--- src/rtl/clkcfg_pkg.sv ---
// package for the four-channel clock output configuration block
// assumes a single 50 MHz clock domain and a plain register port
`default_nettype none
package clkcfg_pkg;
    // register offsets (byte addresses, one word each)
    localparam logic [7:0] SOFT_RESET_CONTROL_OFF         = 8'h00;
    localparam logic [7:0] CHANNEL0_OUTPUT_CONFIG_OFF     = 8'h10;
    localparam logic [7:0] CHANNEL1_OUTPUT_CONFIG_OFF     = 8'h14;
    localparam logic [7:0] CHANNEL2_OUTPUT_CONFIG_OFF     = 8'h18;
    localparam logic [7:0] CHANNEL3_OUTPUT_CONFIG_OFF     = 8'h1c;
    localparam logic [7:0] LOCK_DETECT_PRESCALE_OFF       = 8'h2c;
    localparam logic [7:0] PLL_REFERENCE_AND_GLOBAL_OFF   = 8'h38;
    localparam logic [7:0] PLL_FEEDBACK_AND_PUMP_GAIN_OFF = 8'h3c;
    localparam logic [7:0] CHANNEL_STATUS_OFF             = 8'h40;

    // field positions
    localparam int SOFT_RESET_POS   = 31;
    localparam int PATH_SEL_POS     = 17;
    localparam int CH_EN_POS        = 16;
    localparam int DIV_POS          = 8;
    localparam int DLY_POS          = 4;
    localparam int PRESCALE_POS     = 15;
    localparam int GLOBAL_EN_POS    = 27;
    localparam int SLEEP_POS        = 26;
    localparam int FLOAT_POS        = 25;
    localparam int POLARITY_POS     = 24;
    localparam int LD_MUX_POS       = 20;
    localparam int REF_DIV_POS      = 8;
    localparam int PUMP_GAIN_POS    = 30;
    localparam int FB_DIV_POS       = 8;

    // reset values
    localparam logic [7:0]  DIV_RESET     = 8'h01;
    localparam logic [3:0]  DLY_RESET     = 4'h0;
    localparam logic [11:0] REF_DIV_RESET = 12'h00a;
    localparam logic [17:0] FB_DIV_RESET  = 18'h002f8;
    localparam logic        GLOBAL_EN_RESET = 1'b1;

    // delay step size in ps
    localparam logic [11:0] DELAY_STEP_PS = 12'h096;
    localparam logic [2:0]  PRESCALE_RATIO = 3'h4;

    typedef enum logic [1:0] {
        PATH_BYPASS  = 2'h0,
        PATH_DIVIDED = 2'h1,
        PATH_DELAYED = 2'h2,
        PATH_DIV_DLY = 2'h3
    } path_sel_t;

    typedef struct packed {
        path_sel_t  path;
        logic       enable;
        logic [7:0] div_code;
        logic [3:0] dly_code;
    } channel_cfg_t;

    typedef struct packed {
        logic        active;
        logic        div_used;
        logic [8:0]  div_ratio;
        logic        dly_used;
        logic [11:0] dly_ps;
    } channel_eff_t;

    typedef struct packed {
        logic        global_en;
        logic        sleep;
        logic        pump_float;
        logic        pump_pol;
        logic [3:0]  ld_mux;
        logic [11:0] ref_div;
        logic [1:0]  pump_gain;
        logic [17:0] fb_div;
        logic        ld_prescale;
    } pll_cfg_t;

    // divide ratio of a channel: twice the code
    function automatic logic [8:0] div_ratio(input logic [7:0] code);
        return {code, 1'b0};
    endfunction

    // delay in ps for a code
    function automatic logic [11:0] dly_ps(input logic [3:0] code);
        logic [15:0] p;
        p = 16'(code) * 16'(DELAY_STEP_PS);
        return p[11:0];
    endfunction
endpackage
`default_nettype wire

--- src/rtl/channel_shaper.sv ---
// one channel's effective settings from its config and global gating
// assumes synchronous inputs on mclk
`default_nettype none
module channel_shaper (
    input  wire logic                    mclk,
    input  wire logic                    rst_n,
    input  wire clkcfg_pkg::channel_cfg_t cfg,
    input  wire logic                    gate_on,
    input  wire logic [2:0]              prescale,
    output var  clkcfg_pkg::channel_eff_t eff,
    output logic [11:0]                  total_div
);
    import clkcfg_pkg::*;

    channel_eff_t eff_d;
    logic [11:0]  total_d;

    // ----------------------------------------
    // effective path settings
    // ----------------------------------------
    always_comb begin
        eff_d = '0;
        eff_d.active    = cfg.enable & gate_on;
        eff_d.div_used  = (cfg.path == PATH_DIVIDED) || (cfg.path == PATH_DIV_DLY);
        eff_d.dly_used  = (cfg.path == PATH_DELAYED) || (cfg.path == PATH_DIV_DLY);
        eff_d.div_ratio = eff_d.div_used ? div_ratio(cfg.div_code) : 9'h001;
        eff_d.dly_ps    = eff_d.dly_used ? dly_ps(cfg.dly_code) : 12'h000;
        total_d         = 12'(eff_d.div_ratio) * 12'(prescale);
    end

    always_ff @(posedge mclk or negedge rst_n) begin
        if (!rst_n) begin
            eff       <= '0;
            total_div <= '0;
        end else begin
            eff       <= eff_d;
            total_div <= total_d;
        end
    end
endmodule
`default_nettype wire

--- src/rtl/clkcfg_top.sv ---
// register file and output gating for the clock output configuration
// assumes a one-cycle register port master and a synchronous enable pin
`default_nettype none
//Contract
// - writing one to bit 31 of the soft reset register restores every register default.
// - a write with the reset bit set ignores all other fields of that register.
// - path code 0 bypass, 1 divided, 2 delayed, 3 divided then delayed, bypass by default.
// - the divider only matters in divided or divided-delayed modes.
// - divide ratio is twice the eight-bit code, code one by default.
// - overall division is prescaler ratio times the channel ratio.
// - the delay code only matters in delayed or divided-delayed modes.
// - delay is 150 ps per code step, zero by default.
// - an output is active only with its enable, the global bit and the pin high.
// - the prescale bit divides the lock detector rate by four.
// - the twelve-bit reference divider divides by its value, default 10.
// - clearing the global enable bit turns all outputs off, default one.
// - the eighteen-bit feedback divider divides by its value, default 760.
module clkcfg_top (
    input  wire logic                     mclk,
    input  wire logic                     arst_n,
    input  wire logic [7:0]               addr,
    input  wire logic [31:0]              wdata,
    input  wire logic                     wr_stb,
    input  wire logic                     rd_stb,
    input  wire logic                     global_enable_pin,
    input  wire logic [2:0]               vco_prescale,
    output logic [31:0]                   rdata,
    output logic [3:0]                    channel_active,
    output var  clkcfg_pkg::pll_cfg_t     pll_cfg,
    output logic [11:0]                   ref_div_value,
    output logic [17:0]                   fb_div_value,
    output logic                          ld_rate_lock_detect_prescale_bit,
    output logic [47:0]                   channel_total_div
);
    import clkcfg_pkg::*;

    // ----------------------------------------
    // reset release
    // ----------------------------------------
    logic [1:0] rst_sync_q;
    logic       rst_n;

    always_ff @(posedge mclk or negedge arst_n) begin
        if (!arst_n) begin
            rst_sync_q <= 2'h0;
        end else begin
            rst_sync_q <= {rst_sync_q[0], 1'b1};
        end
    end
    assign rst_n = rst_sync_q[1];

    // ----------------------------------------
    // register state
    // ----------------------------------------
    channel_cfg_t ch_q [4];
    channel_cfg_t ch_d [4];
    pll_cfg_t     pll_q;
    pll_cfg_t     pll_d;
    logic [31:0]  rdata_d;
    logic         soft_rst;

    localparam channel_cfg_t CH_RESET = '{path: PATH_BYPASS, enable: 1'b0, div_code: DIV_RESET,
                                          dly_code: DLY_RESET};
    localparam pll_cfg_t PLL_RESET = '{global_en: GLOBAL_EN_RESET, sleep: 1'b0, pump_float: 1'b0,
                                       pump_pol: 1'b0, ld_mux: 4'h0, ref_div: REF_DIV_RESET,
                                       pump_gain: 2'h0, fb_div: FB_DIV_RESET, ld_prescale: 1'b0};

    // write decode and soft reset
    always_comb begin
        soft_rst = wr_stb && (addr == SOFT_RESET_CONTROL_OFF) && wdata[SOFT_RESET_POS];
        for (int i = 0; i < 4; i++) begin
            ch_d[i] = ch_q[i];
        end
        pll_d = pll_q;
        if (soft_rst) begin
            // all defaults, other fields of the write dropped
            for (int i = 0; i < 4; i++) begin
                ch_d[i] = CH_RESET;
            end
            pll_d = PLL_RESET;
        end else if (wr_stb) begin
            for (int i = 0; i < 4; i++) begin
                if (addr == CHANNEL0_OUTPUT_CONFIG_OFF + 8'(4 * i)) begin
                    ch_d[i].path     = path_sel_t'(wdata[PATH_SEL_POS +: 2]);
                    ch_d[i].enable   = wdata[CH_EN_POS];
                    ch_d[i].div_code = wdata[DIV_POS +: 8];
                    ch_d[i].dly_code = wdata[DLY_POS +: 4];
                end
            end
            if (addr == LOCK_DETECT_PRESCALE_OFF) begin
                pll_d.ld_prescale = wdata[PRESCALE_POS];
            end
            if (addr == PLL_REFERENCE_AND_GLOBAL_OFF) begin
                pll_d.global_en  = wdata[GLOBAL_EN_POS];
                pll_d.sleep      = wdata[SLEEP_POS];
                pll_d.pump_float = wdata[FLOAT_POS];
                pll_d.pump_pol   = wdata[POLARITY_POS];
                pll_d.ld_mux     = wdata[LD_MUX_POS +: 4];
                pll_d.ref_div    = wdata[REF_DIV_POS +: 12];
            end
            if (addr == PLL_FEEDBACK_AND_PUMP_GAIN_OFF) begin
                pll_d.pump_gain = wdata[PUMP_GAIN_POS +: 2];
                pll_d.fb_div    = wdata[FB_DIV_POS +: 18];
            end
        end
    end

    always_ff @(posedge mclk or negedge rst_n) begin
        if (!rst_n) begin
            for (int i = 0; i < 4; i++) begin
                ch_q[i] <= CH_RESET;
            end
            pll_q <= PLL_RESET;
        end else begin
            for (int i = 0; i < 4; i++) begin
                ch_q[i] <= ch_d[i];
            end
            pll_q <= pll_d;
        end
    end

    // ----------------------------------------
    // channel shaping
    // ----------------------------------------
    logic         gate_on;
    channel_eff_t eff [4];
    logic [11:0]  tot [4];

    assign gate_on = pll_q.global_en & global_enable_pin;

    for (genvar g = 0; g < 4; g++) begin : g_ch
        channel_shaper u_shaper (
            .mclk      (mclk),
            .rst_n     (rst_n),
            .cfg       (ch_q[g]),
            .gate_on   (gate_on),
            .prescale  (vco_prescale),
            .eff       (eff[g]),
            .total_div (tot[g])
        );
    end

    // ----------------------------------------
    // readback and outputs
    // ----------------------------------------
    always_comb begin
        rdata_d = 32'h0000_0000;
        if (rd_stb) begin
            unique case (addr)
                CHANNEL_STATUS_OFF: begin
                    rdata_d = {28'h0000000, eff[3].active, eff[2].active, eff[1].active, eff[0].active};
                end
                default: begin
                    rdata_d = 32'h0000_0000;
                end
            endcase
        end
    end

    always_ff @(posedge mclk or negedge rst_n) begin
        if (!rst_n) begin
            rdata             <= '0;
            channel_active    <= '0;
            pll_cfg           <= PLL_RESET;
            ref_div_value     <= REF_DIV_RESET;
            fb_div_value      <= FB_DIV_RESET;
            ld_rate_lock_detect_prescale_bit      <= 1'b0;
            channel_total_div <= '0;
        end else begin
            rdata             <= rdata_d;
            channel_active    <= {eff[3].active, eff[2].active, eff[1].active, eff[0].active};
            pll_cfg           <= pll_q;
            ref_div_value     <= pll_q.ref_div;
            fb_div_value      <= pll_q.fb_div;
            ld_rate_lock_detect_prescale_bit      <= pll_q.ld_prescale;
            channel_total_div <= {tot[3], tot[2], tot[1], tot[0]};
        end
    end

    // ----------------------------------------
    // checks
    // ----------------------------------------
    // soft reset restores the pll defaults
    soft_reset_defaults_a: assert property (@(posedge mclk) disable iff (!rst_n)
        soft_rst |=> (pll_q.ref_div == REF_DIV_RESET && pll_q.fb_div == FB_DIV_RESET && pll_q.global_en))
        else $error("soft reset did not restore defaults");

    // reset write drops the other fields
    reset_ignores_fields_a: assert property (@(posedge mclk) disable iff (!rst_n)
        soft_rst |=> ch_q[0] == CH_RESET)
        else $error("fields taken during soft reset");

    // soft reset also clears channel and prescale state
    soft_reset_ch_a: assert property (@(posedge mclk) disable iff (!rst_n)
        soft_rst |=> (ch_q[3] == CH_RESET && !pll_q.ld_prescale))
        else $error("soft reset left channel state");

    // global bit off forces all outputs off
    global_off_a: assert property (@(posedge mclk) disable iff (!rst_n)
        !pll_q.global_en |=> ##1 channel_active == 4'h0)
        else $error("outputs on with global enable cleared");

    // global bit taken from the reference register
    global_take_a: assert property (@(posedge mclk) disable iff (!rst_n)
        wr_stb && !soft_rst && addr == PLL_REFERENCE_AND_GLOBAL_OFF |=> ##1
        pll_cfg.global_en == $past(wdata[GLOBAL_EN_POS], 2))
        else $error("global enable bit not taken");

    // pin low forces all outputs off
    pin_low_off_a: assert property (@(posedge mclk) disable iff (!rst_n)
        !global_enable_pin |=> ##1 channel_active == 4'h0)
        else $error("outputs on with enable pin low");

    // each enabled channel comes on when gated on
    ch0_active_a: assert property (@(posedge mclk) disable iff (!rst_n)
        (ch_q[0].enable && gate_on) |=> ##1 channel_active[0])
        else $error("channel 0 not active when enabled");

    // channel 1 enable path
    ch1_active_a: assert property (@(posedge mclk) disable iff (!rst_n)
        (ch_q[1].enable && gate_on) |=> ##1 channel_active[1])
        else $error("channel 1 not active when enabled");

    // channel 2 enable path
    ch2_active_a: assert property (@(posedge mclk) disable iff (!rst_n)
        (ch_q[2].enable && gate_on) |=> ##1 channel_active[2])
        else $error("channel 2 not active when enabled");

    // channel 3 enable path
    ch3_active_a: assert property (@(posedge mclk) disable iff (!rst_n)
        (ch_q[3].enable && gate_on) |=> ##1 channel_active[3])
        else $error("channel 3 not active when enabled");

    // own enable cleared keeps channel 0 off
    ch0_off_a: assert property (@(posedge mclk) disable iff (!rst_n)
        !ch_q[0].enable |=> ##1 !channel_active[0])
        else $error("channel 0 active while disabled");

    // own enable cleared keeps channel 3 off
    ch3_off_a: assert property (@(posedge mclk) disable iff (!rst_n)
        !ch_q[3].enable |=> ##1 !channel_active[3])
        else $error("channel 3 active while disabled");

    // bypass keeps both blocks out of the path
    bypass_plain_a: assert property (@(posedge mclk) disable iff (!rst_n)
        (ch_q[3].path == PATH_BYPASS) |=> (!eff[3].div_used && !eff[3].dly_used))
        else $error("bypass path not plain");

    // divider ignored in bypass
    div_ignored_a: assert property (@(posedge mclk) disable iff (!rst_n)
        (ch_q[1].path == PATH_BYPASS) |=> eff[1].div_ratio == 9'h001)
        else $error("divider used in bypass");

    // divider used in divided and delayed mode
    div_dly_used_a: assert property (@(posedge mclk) disable iff (!rst_n)
        (ch_q[0].path == PATH_DIV_DLY) |=> (eff[0].div_used && eff[0].dly_used))
        else $error("divider or delay missing in combined mode");

    // ratio is twice the code
    div_ratio_a: assert property (@(posedge mclk) disable iff (!rst_n)
        (ch_q[1].path == PATH_DIVIDED) |=> eff[1].div_ratio == {$past(ch_q[1].div_code), 1'b0})
        else $error("divide ratio not twice the code");

    // delay value in delayed mode
    dly_value_a: assert property (@(posedge mclk) disable iff (!rst_n)
        (ch_q[2].path == PATH_DELAYED) |=> eff[2].dly_ps == dly_ps($past(ch_q[2].dly_code)))
        else $error("delay value wrong");

    // delay steps of 150 ps in combined mode
    dly_path_a: assert property (@(posedge mclk) disable iff (!rst_n)
        (ch_q[3].path == PATH_DIV_DLY) |=> eff[3].dly_ps == {8'h00, $past(ch_q[3].dly_code)} * 12'h096)
        else $error("delay not applied in combined mode");

    // delay ignored in divided mode
    dly_ignored_a: assert property (@(posedge mclk) disable iff (!rst_n)
        (ch_q[2].path == PATH_DIVIDED) |=> eff[2].dly_ps == 12'h000)
        else $error("delay used in divided mode");

    // total is prescale times channel ratio
    total_div_a: assert property (@(posedge mclk) disable iff (!rst_n)
        tot[0] == 12'(eff[0].div_ratio) * 12'($past(vco_prescale)))
        else $error("total division wrong");

    // prescale bit reaches its output
    ld_prescale_out_a: assert property (@(posedge mclk) disable iff (!rst_n)
        wr_stb && !soft_rst && addr == LOCK_DETECT_PRESCALE_OFF |=> ##1
        ld_rate_lock_detect_prescale_bit == $past(wdata[PRESCALE_POS], 2))
        else $error("prescale bit not taken");

    // reference divider reaches its output
    ref_div_out_a: assert property (@(posedge mclk) disable iff (!rst_n)
        wr_stb && !soft_rst && addr == PLL_REFERENCE_AND_GLOBAL_OFF |=> ##1
        ref_div_value == $past(wdata[REF_DIV_POS +: 12], 2))
        else $error("reference divider not taken");

    // feedback divider reaches its output
    fb_div_out_a: assert property (@(posedge mclk) disable iff (!rst_n)
        wr_stb && !soft_rst && addr == PLL_FEEDBACK_AND_PUMP_GAIN_OFF |=> ##1
        fb_div_value == $past(wdata[FB_DIV_POS +: 18], 2))
        else $error("feedback divider not taken");

    // status read agrees with the active outputs
    status_match_a: assert property (@(posedge mclk) disable iff (!rst_n)
        rd_stb && addr == CHANNEL_STATUS_OFF |=> rdata == {28'h0000000, channel_active})
        else $error("status read differs from outputs");

    // other reads return zero
    unmapped_read_a: assert property (@(posedge mclk) disable iff (!rst_n)
        rd_stb && addr != CHANNEL_STATUS_OFF |=> rdata == 32'h0000_0000)
        else $error("write-only or unmapped read not zero");

    // read data stands one cycle only
    idle_read_a: assert property (@(posedge mclk) disable iff (!rst_n)
        !rd_stb |=> rdata == 32'h0000_0000)
        else $error("read data outside its cycle");
endmodule
`default_nettype wire

--- config.mk ---
export PLATFORM = sky130hd
export DESIGN_NAME = clkcfg_top
export DESIGN_NICKNAME = d
export VERILOG_FILES = /design/src/rtl/clkcfg_pkg.sv /design/src/rtl/channel_shaper.sv /design/src/rtl/clkcfg_top.sv
export SDC_FILE = /design/constraint.sdc
export NUM_CORES = 1
export LEC_CHECK = 0
export ABC_AREA = 1
export BUFFER_PORTS_ARGS = -buffer_cell sky130_fd_sc_hd__buf_4
export CAP_MARGIN = 20
export CORE_ASPECT_RATIO = 0.7
export CORE_UTILIZATION = 35
export DETAILED_ROUTE_END_ITERATION = 8
export HOLD_SLACK_MARGIN = 0.15
export SYNTH_ARGS = -nofsm -noshare
export SYNTH_HDL_FRONTEND = slang
export SYNTH_SLANG_ARGS = --single-unit
--- constraint.sdc ---
create_clock -name mclk -period 11.5 [get_ports mclk]
set_input_delay 2.3 -clock mclk [delete_from_list [all_inputs] [get_ports mclk]]
set_output_delay 2.3 -clock mclk [all_outputs]
set_load 0.01 [all_outputs]
Yosys cells after proc, flatten, opt, wreduce, memory -nomap -nowiden:

Index checks and enable logic that the tools add are counted.
Widths: inputs -> output; s select.

* add/sub/neg operators: 0
* divide/modulo/power cells: 0
* reductions and logical operators: 22
* muxes and demuxes: 17
* eq/ne operators: 16
* bitwise logic cells: 5
* shifts and indexed selects: 0
* order comparisons: 0
* multiply operators: 4

Operator list (count)
* $mux 60: 2
* $mux 41: 2
* $mux 15: 4
* $mul 9x3->12: 4
* $mux 20: 2
* $mux 9: 4
* $eq 8x5->1 const B: 4
* $mux 32: 1
* $eq 8x6->1 const B: 3
* $reduce_bool 2->1: 8
* $reduce_and 2->1: 7
* $eq 2x1->1 const B: 4
* $eq 2x2->1 const B: 4
* $eq 8x7->1 const B: 1
* $logic_not 8->1: 1
* $and 1x1->1: 5
* $logic_or 1x1->1: 4
* $mux 4: 1
* $logic_and 1x1->1: 2
* $mux 1: 1

* bits in latches: 0
* bits in read-only memories: 0
* memories kept: 0
* bits in writable memories: 0
* register bits: 264
* output and inout port bits: 156
* word-level logic and storage cells: 106

Logic depth before layout (Yosys ltp):

* depth in word-level cells: 5
* depth in mapped cells: 14

By module:

From an unflattened synthesis, not the netlist that was laid out.

* cells, all modules: 1765
* area, all modules: 16138.0 sq um

By module, submodules not included
* clkcfg_top: instances 1, area each 7432.1 sq um, cells an instance 685
* channel_shaper (g_ch[1].u_shaper ...): instances 3, area each 2177.1 sq um, cells an instance 270
* channel_shaper (g_ch[0].u_shaper): instances 1, area each 2174.6 sq um, cells an instance 270

Least setup slack after synthesis:

Ideal clock, no wire load.

* path kind: in2reg
* from: input port vco_prescale[2]
* to: register g_ch[1].u_shaper.total_div[8]
* slack: 6.698 ns
* stages on the path: 13
* arrival: 4.723 ns
* buffers on the path: 2
* required time: 11.421 ns
* cells stage by stage: clkbuf_1 -> inv_1 -> clkbuf_1 -> or2_2 -> fa_1 -> inv_1 -> ha_1 -> inv_1 -> fa_1 -> o21ai_0 -> nand2_1 -> nand2_1 -> xor2_1

* cells in the longest elaborated chain, start to end: 1

RTL lines
* from (decl): RTL line clkcfg_top.sv:26 `input wire logic [2:0] vco_prescale,`
* $mul 9x3->12: RTL line channel_shaper.sv:28 `total_d = 12'(eff_d.div_ratio) * 12'(prescale);`
* net g_ch[1].u_shaper.total_d[8]: RTL line channel_shaper.sv:16 `logic [11:0] total_d;`
* to (signal assigned): RTL line channel_shaper.sv:37 `total_div <= total_d;`
* to (decl): RTL line channel_shaper.sv:11 `output logic [11:0] total_div`

The timed path passes the listed nets, and every way through them passes these cells.
A chain may end at the register's enable or synchronous reset.

Worst setup path in the final report:

* from: input port vco_prescale[2]
* to: register g_ch[1].u_shaper.total_div[10]

The elaborated chain is that of the path after synthesis.

==> metrics.csv <==
metric;value;unit
vias;7606;
synth.distinct_cells;31;
synth-seq-cells;232;
power.switching;0.0004094;W
gp_congestion;0.7491;
synth_edf_count;0;
cp_slowest_stage_delay;0.46;ns
synth_cells;1124;
required;11.91;ns
die_area;0.03200;mm²
met3_usage;2.896;%
fin_setup_tns;0;ns
vdd_ir_drop_max;0.1210;mV
reg2reg_from;ch_q[43];
cp_cell_sequence;buf_4 -> inv_1 -> or2_2 -> fa_1 -> inv_1 -> ha_1 -> inv_1 -> fa_1 -> o21ai_0 -> nand2_1 -> nand3_1 -> nand2_1;
diodes;0;
clock_tree.root_cell;clkbuf_16;
grt_busiest_layer;met1;
grt_pass1_vias;7400;
stdcell_area;0.01306;mm²
die_y;150.0;µm
power_frac_seq;47.0;%
power.density;142.2;mW/mm²
min_path_type;reg2reg;
synth.area.mux_share;0;%
synthFlopType;dfrtp_1;
crit_type;in2reg;
arrival;5.22;ns
postLayoutCoreUtil;43.01;%
fp.coreArea;0.03037;mm²
startpoint;vco_prescale[2];
grt_max_degree;81;
grt_use_total;15.60;%
start_util;36.05;%
postRouteAntennaNets;0;
fmax;0.2080;GHz
maxSlewViolCount;0;
clkPwrFrac;47.4;%
fin_crit_sh;41.81;%
yosys_warnings;0;
path_common_cell;inv_1;
rsz0062_at_grt;false;
worst_setup_hold_path_clk_slew;0.06;ns
regArea;0.005837;mm²
drt-initial-drc-count;421;
syn_area;0.01095;mm²
grt_first_pass_wirelength;39.27;mm
globalRoute.totalOverflow;0;
worstHoldStart;g_ch[3].u_shaper.total_div[4];
synth_xor_area_share;2.000;%
path_max_fanout;25;
ys_seq_area_share;53.28;%
synth_top_family_by_area;simple AND/OR/NAND/NOR gates;
post_cts_buffers;0;
die_w;213.4;µm
viasPerCell;4.576;
first_pass_iters;8;
skew;0.007619;ns
antenna_found_initial;0;
crit_slowest_cell;fa_1;
met2_usage;23.33;%
syn_avg_cell_area;9.740;µm²
cts_resized;0;
hold_buffers;0;
synth_compound_area_share;1.760;%
slew_headroom;36.80;%
placed_cell_area;0.01214;mm²
nNetsFinal;1358;
critPathTopFamily;adder cells;
ctsHtreeMaxLevel;1;
end_kind;flip-flop;
cts_num_sinks;232;
cts_buffers;25;
startpoint_type;input port;
status;completed;
worstSkewPairLatency;0.52;ns
rows;53;
cts_buffer_depth;3;
area_delta_synth_final;19.33;%
period_needed;4.808;ns
cts_tree;yes;
drive_gt1_share;20.16;%
wl_per_cell;14.67;µm
p_sw_share;22.04;%
multi_input_area;0.004061;mm²
port_buffers;165;
fillers;3013;
io_pins;204;
dp_hpwl;16.86;mm
grtUsageMet1;23.39;%
synthArstFlopShare;100.0;%
tightest_slew;0.9480;ns
setup_viol_count_final;0;
wl;24.39;mm
p_leak;7.259;nW
yosys.area_share.simple;21.46;%
synth_fa_ha_area_share;10.88;%
power.internal;0.001448;W
cap_violations;0;
critPathBufInv;4;
hold_viol;0;
drc_errors;0;
p_comb_share;5.6;%
[power by group through the flow]
stage	clock [W]	sequential (W)	combinational [W]
after floorplan	0	0.000890	0.0000570
after global placement	0	0.000887	0.000102
after detailed placement	0	0.000888	0.000105
after CTS	0.000907	0.000874	0.000105
after global routing	0.000941	0.000878	0.000116
final	0.000880	0.000874	0.000104
[worst paths after layout]
path,to,slack [ns],depth (start not counted)
worst max-delay path,g_ch[1].u_shaper.total_div[10],6.69,12
worst min register to register,channel_total_div[40],0.34,0
min in group asynchronous,pll_cfg[35],0.48,0
max in group asynchronous,ch_q[56],9.50,1
worst max register to register,g_ch[1].u_shaper.total_div[10],8.38,10
worst min-delay path,channel_total_div[40],0.34,0
[metrics by stage]
stage / setup slack [ns] / total power [W] / hold WS, ns / std cells
after global routing: 6.492 / 0.001934 / 0.3499 / 1662
after floorplan: 4.594 / 0.0009473 / 0.3312 / 1151
after global placement: 6.213 / 0.0009899 / 0.3349 / 1618
after CTS: 6.754 / 0.001886 / 0.3462 / 1661
after detailed placement: 6.206 / 0.0009926 / 0.3347 / 1618
final: 6.692 / 0.001858 / 0.3441 / 1662
[cells in the final DEF, fill, tap and decap left out, drive strengths merged, types with 19 or more instances in the layout]
master,n
nor2,51
buf,170
a21oi,26
conb,29
dfstp,22
clkbuf,32
nand3,117
ha,44
fa,32
nand4,70
dfrtp,210
nand2,276
inv,121
xor2,19
[worst register-to-register path, cell delays in order, from the launching register on]
cell	delay (ns)
dfrtp_1	0.65
or2_2	0.44
fa_1	0.46
inv_1	0.07
ha_1	0.18
inv_1	0.06
fa_1	0.39
o21ai_0	0.45
nand2_1	0.14
nand3_1	0.11
nand2_1	0.06
[Yosys cell counts, drive strengths merged, types with 19 or more instances]
master | number | area share, %
buf | 89 | 5.5
a21oi | 26 | 1.2
ha | 44 | 5.0
dfrtp | 210 | 48
nand4 | 70 | 4.0
clkbuf | 25 | 0.86
dfstp | 22 | 5.3
nand3 | 117 | 5.6
inv | 120 | 4.1
nand2 | 276 | 9.6
nor2 | 51 | 2.0
fa | 32 | 5.9
xor2 | 19 | 1.5
[per-layer routing]
metal,part of all wire (%),vias to the layer above
met3,5.1,34
met2,43,167
met1,50,3707
li1,-,3698
met5,0,-
met4,1.9,0
[state kept, by name, indices dropped and copies added, names as in the netlist, 10 cells and up]
signal                   flops
ref_div_value               12
pll_cfg                     10
fb_div_value                18
ch_q                        40
channel_total_div           48
pll_q                       41
g_ch.u_shaper.total_div     48
[area by class of cell]
type	instances	area share, %
clock inverters	11	1.791
well taps	412	3.946
repair buffers	170	9.922
multi-input cells	683	31.09
clock buffers	32	5.067
inverters	122	3.505
flip-flops and latches	232	44.68
[cells by family after synthesis]
family | count (synthesis)
AOI/OAI and AO/OA | 36
xor gates and xnor gates | 25
adders and majority gates | 76
buffers and inverters | 236
DFF | 232
other | 2
and+or+nand+nor | 517
Power figures use the tool's default switching activity.
